$ cat config.mk
export PLATFORM = sky130hd
export DESIGN_NAME = ffp_protect
export DESIGN_NICKNAME = d
export VERILOG_FILES = /design/src/verilog/ffp_pkg.sv /design/src/verilog/ffp_protect.sv
export SDC_FILE = /design/constraint.sdc
export NUM_CORES = 1
export LEC_CHECK = 0
export BUFFER_PORTS_ARGS = -buffer_cell sky130_fd_sc_hd__buf_2
export CORE_UTILIZATION = 30
export CTS_CLUSTER_SIZE = 20
export DETAILED_ROUTE_END_ITERATION = 6
export GPL_ROUTABILITY_DRIVEN = 0
export GPL_TIMING_DRIVEN = 0
export SKIP_LAST_GASP = 1
export SLEW_MARGIN = 20
export SYNTH_ARGS = -nofsm -noshare
export SYNTH_HDL_FRONTEND = slang
export SYNTH_SLANG_ARGS = --single-unit
$ cat constraint.sdc
create_clock -name sys_clk -period 2.8 [get_ports sys_clk]
set_input_delay 0.56 -clock sys_clk [delete_from_list [all_inputs] [get_ports sys_clk]]
set_output_delay 0.56 -clock sys_clk [all_outputs]
set_load 0.02 [all_outputs]
$ cat src/verilog/ffp_pkg.sv
package ffp_pkg;

  // Clock rate and derived timing counts
  localparam int unsigned CLK_PERIOD_NS = 10;

  localparam int unsigned OVP_SUPPLY_DEBOUNCE_US = 100;
  localparam int unsigned OVP_SUPPLY_DEBOUNCE_CYC =
    OVP_SUPPLY_DEBOUNCE_US * 1000 / CLK_PERIOD_NS;
  localparam int unsigned LINE_OUT_DEBOUNCE_US = 100;
  localparam int unsigned LINE_OUT_DEBOUNCE_CYC =
    LINE_OUT_DEBOUNCE_US * 1000 / CLK_PERIOD_NS;
  localparam int unsigned OVERLOAD_DEBOUNCE_US = 100;
  localparam int unsigned OVERLOAD_DEBOUNCE_CYC =
    OVERLOAD_DEBOUNCE_US * 1000 / CLK_PERIOD_NS;
  localparam int unsigned LONG_RESTART_OFF_US = 1000;
  localparam int unsigned LONG_RESTART_OFF_CYC =
    LONG_RESTART_OFF_US * 1000 / CLK_PERIOD_NS;
  localparam int unsigned UV_BLANK_US = 100;
  localparam int unsigned UV_BLANK_CYC = UV_BLANK_US * 1000 / CLK_PERIOD_NS;
  localparam int unsigned SSP_BLANK_NS = 200;
  localparam int unsigned SSP_BLANK_CYC =
    (SSP_BLANK_NS + CLK_PERIOD_NS - 1) / CLK_PERIOD_NS;
  localparam int unsigned SENSE_SHORT_DEB_NS = 300;
  localparam int unsigned SENSE_SHORT_DEB_CYC =
    (SENSE_SHORT_DEB_NS + CLK_PERIOD_NS - 1) / CLK_PERIOD_NS;
  localparam int unsigned ONTIME_LIMIT_NS = 1000;
  localparam int unsigned ONTIME_LIMIT_CYC = ONTIME_LIMIT_NS / CLK_PERIOD_NS;
  localparam int unsigned DEMAG_SAMPLE_BLANK_NS = 500;
  localparam int unsigned DEMAG_SAMPLE_BLANK_CYC =
    (DEMAG_SAMPLE_BLANK_NS + CLK_PERIOD_NS - 1) / CLK_PERIOD_NS;

  // Switching-cycle counts
  localparam logic [3:0] LINE_IN_CYCLES        = 4'h4;
  localparam logic [3:0] DEMAG_OV_CYCLES_DEF   = 4'h3;
  localparam logic [3:0] DEMAG_UV_CYCLES_DEF   = 4'h3;
  localparam logic [3:0] SENSE_SHORT_CYCLES    = 4'h4;
  localparam logic [3:0] SECONDARY_SHORT_CYCLES = 4'h4;

  localparam int unsigned TMR_W = 24;
  localparam int unsigned CYC_W = 4;

  // Protection modes
  typedef enum logic [1:0] {
    FFP_MODE_NONE = 2'b00,
    FFP_MODE_AR   = 2'b01,
    FFP_MODE_LAR  = 2'b10,
    FFP_MODE_LATCH = 2'b11
  } ffp_mode_t;

  typedef enum logic [2:0] {
    FFP_ST_CHARGE  = 3'b000,
    FFP_ST_LINEIN  = 3'b001,
    FFP_ST_RUN     = 3'b010,
    FFP_ST_AR      = 3'b011,
    FFP_ST_LAR     = 3'b100,
    FFP_ST_LATCH   = 3'b101
  } ffp_state_t;

  // Comparator results from the analog front end
  typedef struct packed {
    logic supply_on;        // supply at or above turn-on level
    logic supply_ok;        // supply above operating level
    logic supply_ov;        // supply above overvoltage level
    logic cs_limit;         // current sense at limit level
    logic cs_sense_short;   // current sense below sense-short threshold
    logic cs_secondary;     // current sense at secondary-short threshold
    logic fb_overload;      // feedback at overload level
    logic demag_line_in;    // demag current above line-in threshold
    logic demag_line_out;   // demag current below line-out threshold
    logic demag_ov;         // demag voltage above overvoltage level
    logic demag_uv;         // demag voltage below undervoltage level
    logic over_temp;
  } ffp_sense_t;

  // Fault flags
  typedef struct packed {
    logic supply_overvoltage_fault;
    logic line_drop_fault;
    logic demag_overvoltage_fault;
    logic demag_undervoltage_fault;
    logic sense_short_fault;
    logic secondary_short_fault;
    logic overload_fault;
    logic over_temp_fault;
    logic no_line_in_fault;
  } ffp_fault_t;

endpackage : ffp_pkg

$ cat src/verilog/ffp_protect.sv
`timescale 1ns/100ps
// Summary of operation
// - Current sense at limit ends the on-pulse one clock after its two-stage synchronised sample, every cycle.
// - Start-up path on while supply charges; off and switching at turn-on level.
// - After switching starts, no line-in detected means auto-restart.
// - Option selects auto-restart or latch for demag overvoltage.
// - Option selects auto-restart or long auto-restart for demag undervoltage.
// - Long restart holds switch off for its time, resumes at turn-on.
// - Supply over overvoltage level for debounce time gives fault, auto-restart.
// - Line-in valid after current exceeds threshold for consecutive conducting cycles.
// - Demag current below line-out threshold past debounce gives line-drop fault.
// - Over-temperature disables the gate and enters protection.
// - Demag overvoltage over cycle count stops pulses, auto-restart or latch.
// - Demag undervoltage over cycle count trips, auto-restart or long restart.
// - Demag undervoltage ignored during start-up blanking after power-on.
// - Sense still below sense-short threshold after debounce limits on-time.
// - Sense-short persisting the cycle count enters auto-restart.
// - After short blanking, secondary-short threshold turns switch off.
// - Secondary-short persisting the cycle count enters auto-restart.
// - Overload timer starts when feedback reaches overload level in run state.
// - Overload timer past debounce time shuts down, auto-restart.
// - Feedback below overload level before expiry clears the timer.
// - Demag voltage sampled at end of demag sampling blanking each cycle.
module ffp_protect (
  // Clock and reset
  input  wire logic             sys_clk,
  input  wire logic             reset_n,
  input  wire logic             clk_en,
  // Configuration
  input  wire logic             cfg_ovp_latch,
  input  wire logic             cfg_uvp_long,
  input  wire logic [3:0]       cfg_demag_ov_cycles,
  input  wire logic [3:0]       cfg_demag_uv_cycles,
  // Analog comparators and loop demand
  input  wire ffp_pkg::ffp_sense_t sense_in,
  input  wire logic             pwm_demand,
  // Outputs
  output logic                  gate_en,
  output logic                  hv_start_en,
  output ffp_pkg::ffp_mode_t    prot_mode,
  output ffp_pkg::ffp_fault_t   fault_flags,
  output logic                  demag_sample
);
  import ffp_pkg::*;

  ffp_sense_t sync1_q, s_q;
  logic       dem_q1, dem_q;
  ffp_state_t state_q, state_d;
  ffp_fault_t fault_d, fault_q;
  logic       gate_q, gate_prev_q, on_start, on_end;
  logic [TMR_W-1:0] on_tmr_q, off_tmr_q, ovs_tmr_q, lo_tmr_q, ol_tmr_q, blank_tmr_q;
  logic [CYC_W-1:0] li_cnt_q, ov_cnt_q, uv_cnt_q, ss_cnt_q, sec_cnt_q;
  logic       cyc_ov_q, cyc_uv_q, cyc_ss_q, cyc_sec_q, cyc_li_q;
  logic       line_in_q, blank_done;
  logic       trip_ar, trip_lar, trip_latch, any_trip;
  logic [TMR_W-1:0] lar_tmr_q;
  logic             lar_done;

  // Two-stage synchronisers for all analog inputs
  always_ff @(posedge sys_clk or negedge reset_n) begin
    if (!reset_n) begin
      sync1_q <= '0;
      s_q     <= '0;
      dem_q1  <= 1'b0;
      dem_q   <= 1'b0;
    end else if (clk_en) begin
      sync1_q <= sense_in;
      s_q     <= sync1_q;
      dem_q1  <= pwm_demand;
      dem_q   <= dem_q1;
    end
  end

  assign on_start   = gate_q && !gate_prev_q;
  assign on_end     = !gate_q && gate_prev_q;
  assign blank_done = (blank_tmr_q == TMR_W'(UV_BLANK_CYC));

  // Switch gate: ends on limit, secondary short or on-time cap
  always_ff @(posedge sys_clk or negedge reset_n) begin
    if (!reset_n) begin
      gate_q      <= 1'b0;
      gate_prev_q <= 1'b0;
      on_tmr_q    <= '0;
    end else if (clk_en) begin
      gate_prev_q <= gate_q;
      if (state_q != FFP_ST_RUN && state_q != FFP_ST_LINEIN) begin
        gate_q   <= 1'b0;
        on_tmr_q <= '0;
      end else if (gate_q) begin
        on_tmr_q <= on_tmr_q + 1'b1;
        if (s_q.cs_limit || !dem_q) begin
          gate_q <= 1'b0;
        end else if (s_q.cs_secondary && on_tmr_q >= TMR_W'(SSP_BLANK_CYC)) begin
          gate_q <= 1'b0;
        end else if (s_q.cs_sense_short && on_tmr_q >= TMR_W'(SENSE_SHORT_DEB_CYC)
                     && on_tmr_q >= TMR_W'(ONTIME_LIMIT_CYC)) begin
          gate_q <= 1'b0;
        end
      end else begin
        on_tmr_q <= '0;
        // New pulse only after the demag sample; stale limit samples are flushed by then
        gate_q   <= dem_q && !any_trip && !s_q.cs_limit &&
                    off_tmr_q == TMR_W'(DEMAG_SAMPLE_BLANK_CYC);
      end
    end
  end

  // Per-pulse observations: shorts and line-in latched within the on-time, demag ov/uv at the sample strobe
  always_ff @(posedge sys_clk or negedge reset_n) begin
    if (!reset_n) begin
      cyc_ov_q  <= 1'b0;
      cyc_uv_q  <= 1'b0;
      cyc_ss_q  <= 1'b0;
      cyc_sec_q <= 1'b0;
      cyc_li_q  <= 1'b0;
    end else if (clk_en) begin
      if (on_start) begin
        cyc_ss_q  <= 1'b0;
        cyc_sec_q <= 1'b0;
        cyc_li_q  <= 1'b0;
      end else if (gate_q) begin
        if (s_q.demag_line_in) cyc_li_q <= 1'b1;
        if (s_q.cs_secondary && on_tmr_q >= TMR_W'(SSP_BLANK_CYC)) cyc_sec_q <= 1'b1;
        if (s_q.cs_sense_short && on_tmr_q >= TMR_W'(SENSE_SHORT_DEB_CYC)) begin
          cyc_ss_q <= 1'b1;
        end
      end
      if (demag_sample) begin
        cyc_ov_q <= s_q.demag_ov;
        cyc_uv_q <= s_q.demag_uv;
      end
    end
  end

  // Demag sample strobe at the end of sampling blanking after turn-off
  always_ff @(posedge sys_clk or negedge reset_n) begin
    if (!reset_n) begin
      off_tmr_q    <= '0;
      demag_sample <= 1'b0;
    end else if (clk_en) begin
      demag_sample <= 1'b0;
      if (gate_q || on_end) begin
        off_tmr_q <= '0;
      end else if (off_tmr_q < TMR_W'(DEMAG_SAMPLE_BLANK_CYC)) begin
        off_tmr_q <= off_tmr_q + 1'b1;
        if (off_tmr_q == TMR_W'(DEMAG_SAMPLE_BLANK_CYC - 1)) begin
          demag_sample <= 1'b1;
        end
      end
    end
  end

  // Consecutive switching-cycle counters, advanced at each turn-off
  always_ff @(posedge sys_clk or negedge reset_n) begin
    if (!reset_n) begin
      li_cnt_q  <= '0;
      ov_cnt_q  <= '0;
      uv_cnt_q  <= '0;
      ss_cnt_q  <= '0;
      sec_cnt_q <= '0;
      line_in_q <= 1'b0;
    end else if (clk_en) begin
      if (state_q == FFP_ST_CHARGE) begin
        li_cnt_q  <= '0;
        ov_cnt_q  <= '0;
        uv_cnt_q  <= '0;
        ss_cnt_q  <= '0;
        sec_cnt_q <= '0;
        line_in_q <= 1'b0;
      end else if (on_end) begin
        li_cnt_q  <= (cyc_li_q || s_q.demag_line_in) ? li_cnt_q + 1'b1 : '0;
        if ((cyc_li_q || s_q.demag_line_in) && li_cnt_q + 1'b1 >= LINE_IN_CYCLES) begin
          line_in_q <= 1'b1;
        end
        ov_cnt_q  <= cyc_ov_q ? ov_cnt_q + 1'b1 : '0;
        uv_cnt_q  <= (cyc_uv_q && blank_done) ? uv_cnt_q + 1'b1 : '0;
        ss_cnt_q  <= cyc_ss_q ? ss_cnt_q + 1'b1 : '0;
        sec_cnt_q <= cyc_sec_q ? sec_cnt_q + 1'b1 : '0;
      end
    end
  end

  // Time-based debounce timers
  always_ff @(posedge sys_clk or negedge reset_n) begin
    if (!reset_n) begin
      ovs_tmr_q   <= '0;
      lo_tmr_q    <= '0;
      ol_tmr_q    <= '0;
      blank_tmr_q <= '0;
    end else if (clk_en) begin
      ovs_tmr_q <= s_q.supply_ov ? ovs_tmr_q + 1'b1 : '0;
      lo_tmr_q  <= (s_q.demag_line_out && line_in_q) ? lo_tmr_q + 1'b1 : '0;
      ol_tmr_q  <= (s_q.fb_overload && state_q == FFP_ST_RUN) ?
                   ol_tmr_q + 1'b1 : '0;
      if (state_q == FFP_ST_CHARGE) blank_tmr_q <= '0;
      else if (!blank_done) blank_tmr_q <= blank_tmr_q + 1'b1;
    end
  end

  // Fault detection and mode selection
  always_comb begin
    fault_d = '0;
    fault_d.supply_overvoltage_fault = ovs_tmr_q >= TMR_W'(OVP_SUPPLY_DEBOUNCE_CYC);
    fault_d.line_drop_fault  = lo_tmr_q > TMR_W'(LINE_OUT_DEBOUNCE_CYC);
    fault_d.demag_overvoltage_fault  = ov_cnt_q > cfg_demag_ov_cycles;
    fault_d.demag_undervoltage_fault = uv_cnt_q > cfg_demag_uv_cycles;
    fault_d.sense_short_fault     = ss_cnt_q >= SENSE_SHORT_CYCLES;
    fault_d.secondary_short_fault = sec_cnt_q >= SECONDARY_SHORT_CYCLES;
    fault_d.overload_fault   = ol_tmr_q > TMR_W'(OVERLOAD_DEBOUNCE_CYC);
    fault_d.over_temp_fault  = s_q.over_temp;
    fault_d.no_line_in_fault = state_q == FFP_ST_LINEIN && on_end &&
                               li_cnt_q == '0 && !cyc_li_q && blank_done;
    trip_latch = fault_d.demag_overvoltage_fault && cfg_ovp_latch;
    trip_lar   = fault_d.demag_undervoltage_fault && cfg_uvp_long;
    trip_ar    = fault_d.supply_overvoltage_fault || fault_d.line_drop_fault ||
                 (fault_d.demag_overvoltage_fault && !cfg_ovp_latch) ||
                 (fault_d.demag_undervoltage_fault && !cfg_uvp_long) ||
                 fault_d.sense_short_fault || fault_d.secondary_short_fault ||
                 fault_d.overload_fault || fault_d.over_temp_fault ||
                 fault_d.no_line_in_fault;
    any_trip   = trip_ar || trip_lar || trip_latch;
  end

  always_comb begin
    state_d = state_q;
    unique case (state_q)
      FFP_ST_CHARGE: if (s_q.supply_on) state_d = FFP_ST_LINEIN;
      FFP_ST_LINEIN, FFP_ST_RUN: begin
        if (trip_latch) state_d = FFP_ST_LATCH;
        else if (trip_lar) state_d = FFP_ST_LAR;
        else if (trip_ar) state_d = FFP_ST_AR;
        else if (line_in_q) state_d = FFP_ST_RUN;
      end
      FFP_ST_AR: if (!s_q.supply_on) state_d = FFP_ST_CHARGE;
      FFP_ST_LAR: if (lar_done) state_d = FFP_ST_CHARGE;
      FFP_ST_LATCH: state_d = FFP_ST_LATCH;
      default: state_d = FFP_ST_CHARGE;
    endcase
  end

  assign lar_done = lar_tmr_q >= TMR_W'(LONG_RESTART_OFF_CYC);

  always_ff @(posedge sys_clk or negedge reset_n) begin
    if (!reset_n) begin
      lar_tmr_q <= '0;
    end else if (clk_en) begin
      if (state_q != FFP_ST_LAR) lar_tmr_q <= '0;
      else if (!lar_done) lar_tmr_q <= lar_tmr_q + 1'b1;
    end
  end

  // State, registered outputs; latch left only by supply loss reset
  always_ff @(posedge sys_clk or negedge reset_n) begin
    if (!reset_n) begin
      state_q     <= FFP_ST_CHARGE;
      fault_q     <= '0;
      hv_start_en <= 1'b1;
      prot_mode   <= FFP_MODE_NONE;
    end else if (clk_en) begin
      if (state_q == FFP_ST_LATCH && !s_q.supply_ok) state_q <= FFP_ST_CHARGE;
      else state_q <= state_d;
      fault_q     <= fault_q | fault_d;
      if (state_d == FFP_ST_LINEIN && state_q == FFP_ST_CHARGE) fault_q <= fault_d;
      hv_start_en <= (state_d == FFP_ST_CHARGE) || (state_d == FFP_ST_AR) ||
                     (state_d == FFP_ST_LAR && lar_done);
      unique case (state_d)
        FFP_ST_AR:    prot_mode <= FFP_MODE_AR;
        FFP_ST_LAR:   prot_mode <= FFP_MODE_LAR;
        FFP_ST_LATCH: prot_mode <= FFP_MODE_LATCH;
        default:      prot_mode <= FFP_MODE_NONE;
      endcase
    end
  end

  assign gate_en     = gate_q;
  assign fault_flags = fault_q;

endmodule : ffp_protect

==> reports/metrics.csv <==
metric,value,unit
worstPathArrival,3220,ps
status,"finished, final reports clean",
rrSetupSlack,40,ps
antenna_found_initial,1,
fin_util,35.9,%
cp.required,3270,ps
cap_violations,0,
postRouteAntennaNets,0,
period_needed,2760,ps
final_cells,1891,
totalWireLength,28900,um
grt_overflow,0,
syn_area,0.0120,mm^2
cts_buffers,28,
syn_avg_cell_area,9.38,um^2
synthCells,1275,
start_util,30.7,%
clk_path_buf_depth,3,
die_h,202,um
synth_top_area_cell,dfrtp_1,
register_area,0.00596,mm^2
core.rowCount,72,
grt.total_usage,14.4,%
crit_path_start_kind,register,
clock-root-buffer,clkbuf_16,
grt_max_degree,96,
hold_class,in2async,
nFillCells,3930,
core-area,0.0390,mm^2
nNetsFinal,1407,
report.final.slew_viol_count,0,
max_freq,0.363,GHz
synth_most_common_cell,dfrtp_1,
end_kind,register,
ys_top_cells_by_area,"dfrtp_1, nor2_1, xor2_1",
rr_worst_depth,9,
drt-vias-per-instance,5.05,
dp.cells,1835,
area_growth,17.0,%
syn_nets,1330,
finalSetupViolCount,0,
maxSlewHeadroom,39.0,%
synth_common_cells,"dfrtp_1, nor2_1, nand2_1",
ys_ff_latch,238,
finalCritPeriodShare,98.5,%
first_pass_iters,5,
cts_tree,built,
reg2reg_to,prot_mode[0],
async_flop_share,100,%
ys.flop_type,dfrtp_1,
grt_pass1_wl,48500,um
yosysWarningCount,0,
power_density,634,mW/mm^2
worstReg2RegStart,ov_cnt_q[2],
synth_cell_types,72,
post_drt_wl_per_cell,15.3,um
vias,9553,
path_clk_slew,60,ps
drt_iter0_markers,584,
portBuffers,39,
peakVddDrop,447,uV
max_stage_delay,410,ps
cp_slowest_cell,dfrtp_1,
grt_pass1_vias,9379,
critPathKind,reg2reg,
cts_hold_repair.buffers,0,
dieWidth,202,um
p_leak,0.00614,uW
cp_max_fo,5,
htree_levels,1,
clock_latency,540,ps
fin_skew,11.0,ps
boundaryPins,40,
rsz0062_at_grt,true,
multi_input_area,0.00577,mm^2
synth_top_area_share,49.6,%
path_cells,ha_1 > and4_1 > a211oi_4 > nand2_1 > and2_2 > o21a_1 > o22a_1 > a211oi_2 > a21o_1,
clock-sinks,238,
fp.dieArea,0.0407,mm^2
drc,0,
hold_violations,0,
drive_gt1_share,11.6,%
antennaDiodeCount,0,
startpoint,ov_cnt_q[2],
place_hpwl,20100,um
synth_edf_count,0,
yosysSeqAreaShare,49.8,%
tightestPinTransition,915,ps
state kept, by name (all words and copies together) (netlist names), 11 cells and up:
name,flops
on_tmr_q,24
blank_tmr_q,24
lo_tmr_q,24
off_tmr_q,24
ol_tmr_q,24
s_q,11
lar_tmr_q,24
sync1_q,12
ovs_tmr_q,24
worst max-delay path, delay by kind of cell, from the launching register on:
family | cells | cell delay (ps)
adder cells (fa/ha/maj) | 1 | 310
AND/OR/NAND/NOR | 3 | 670
AO/OA/AOI/OAI | 5 | 1290
flip-flops | 1 | 410
worst max-delay path by stage:
| stage | endpoint |
|---|---|
| floorplan | hv_start_en |
| global placement | ov_cnt_q[2] |
| detailed placement | prot_mode[0] |
| CTS | prot_mode[0] |
| global route | prot_mode[0] |
| finish | prot_mode[0] |
stage by stage:
stage	cell area [um^2]	hold slack [ps]	total power [uW]	TNS, ps	worst slack (ps)
finish	14000	55.4	8880	0	42.7
global route	14000	78.7	9290	-143	-122
CTS	13900	66.1	8950	-206	-162
detailed placement	12900	465	5240	-33720	-977
global placement	12800	453	5190	-782580	-3190
floorplan	12000	264	4730	0	10.3
layout by cell type, fill, tap and decap left out, types with 29 or more instances in the layout:
| cell | netlist | layout |
|---|---|---|
| nand4_1 | 42 | 42 |
| clkbuf_1 | 39 | 45 |
| a21oi_1 | 47 | 43 |
| and3_1 | 39 | 39 |
| inv_1 | 39 | 37 |
| o21ai_0 | 111 | 111 |
| nand2_1 | 150 | 150 |
| clkbuf_16 | 0 | 29 |
| nand3_1 | 53 | 53 |
| xor2_1 | 65 | 65 |
| dfrtp_1 | 237 | 237 |
| buf_2 | 2 | 40 |
| ha_1 | 29 | 29 |
| nor2_1 | 167 | 166 |
kinds of logic (layout without fill, tap and decap cells):
logic type	after synthesis	after routing	share of synthesized area [%]
compound gates	239	239	12.2
xor+xnor	82	82	6.00
fa+ha+maj	29	29	3.03
buf+inv	86	184	2.95
flops	238	238	49.8
mux	31	31	2.91
simple gates	570	570	23.2
final cells by class:
class | instances | area share [%]
inverters | 40 | 1.07
well taps | 518 | 4.63
flip-flops and latches | 238 | 42.6
repair buffers | 47 | 2.35
clock buffers | 45 | 6.26
clock inverters | 6 | 0.438
plain buffers | 46 | 1.46
multi-input cells | 951 | 41.2
layer usage:
layer	wire length [um]	vias up	track usage, %	part of all wire [%]
li1	-	4664	-	-
met4	680	2	4.11	2.4
met3	1230	48	2.14	4.3
met5	14	-	0	0.048
met2	13200	191	22.8	46
met1	13800	4648	20.3	48
power breakdown:
group	internal (uW)	leakage, uW	switching, uW
logic	483	0.00245	863
registers	3660	0.00323	216
clock network	2220	0.000466	1430
repair_timing:
action	4_1_cts	5_1_grt
pin swaps	3	7
setup endpoints to repair	13	46
buffers inserted	2	3
resized for setup	4	21
No activity file was read; power rests on OpenSTA's default activity.
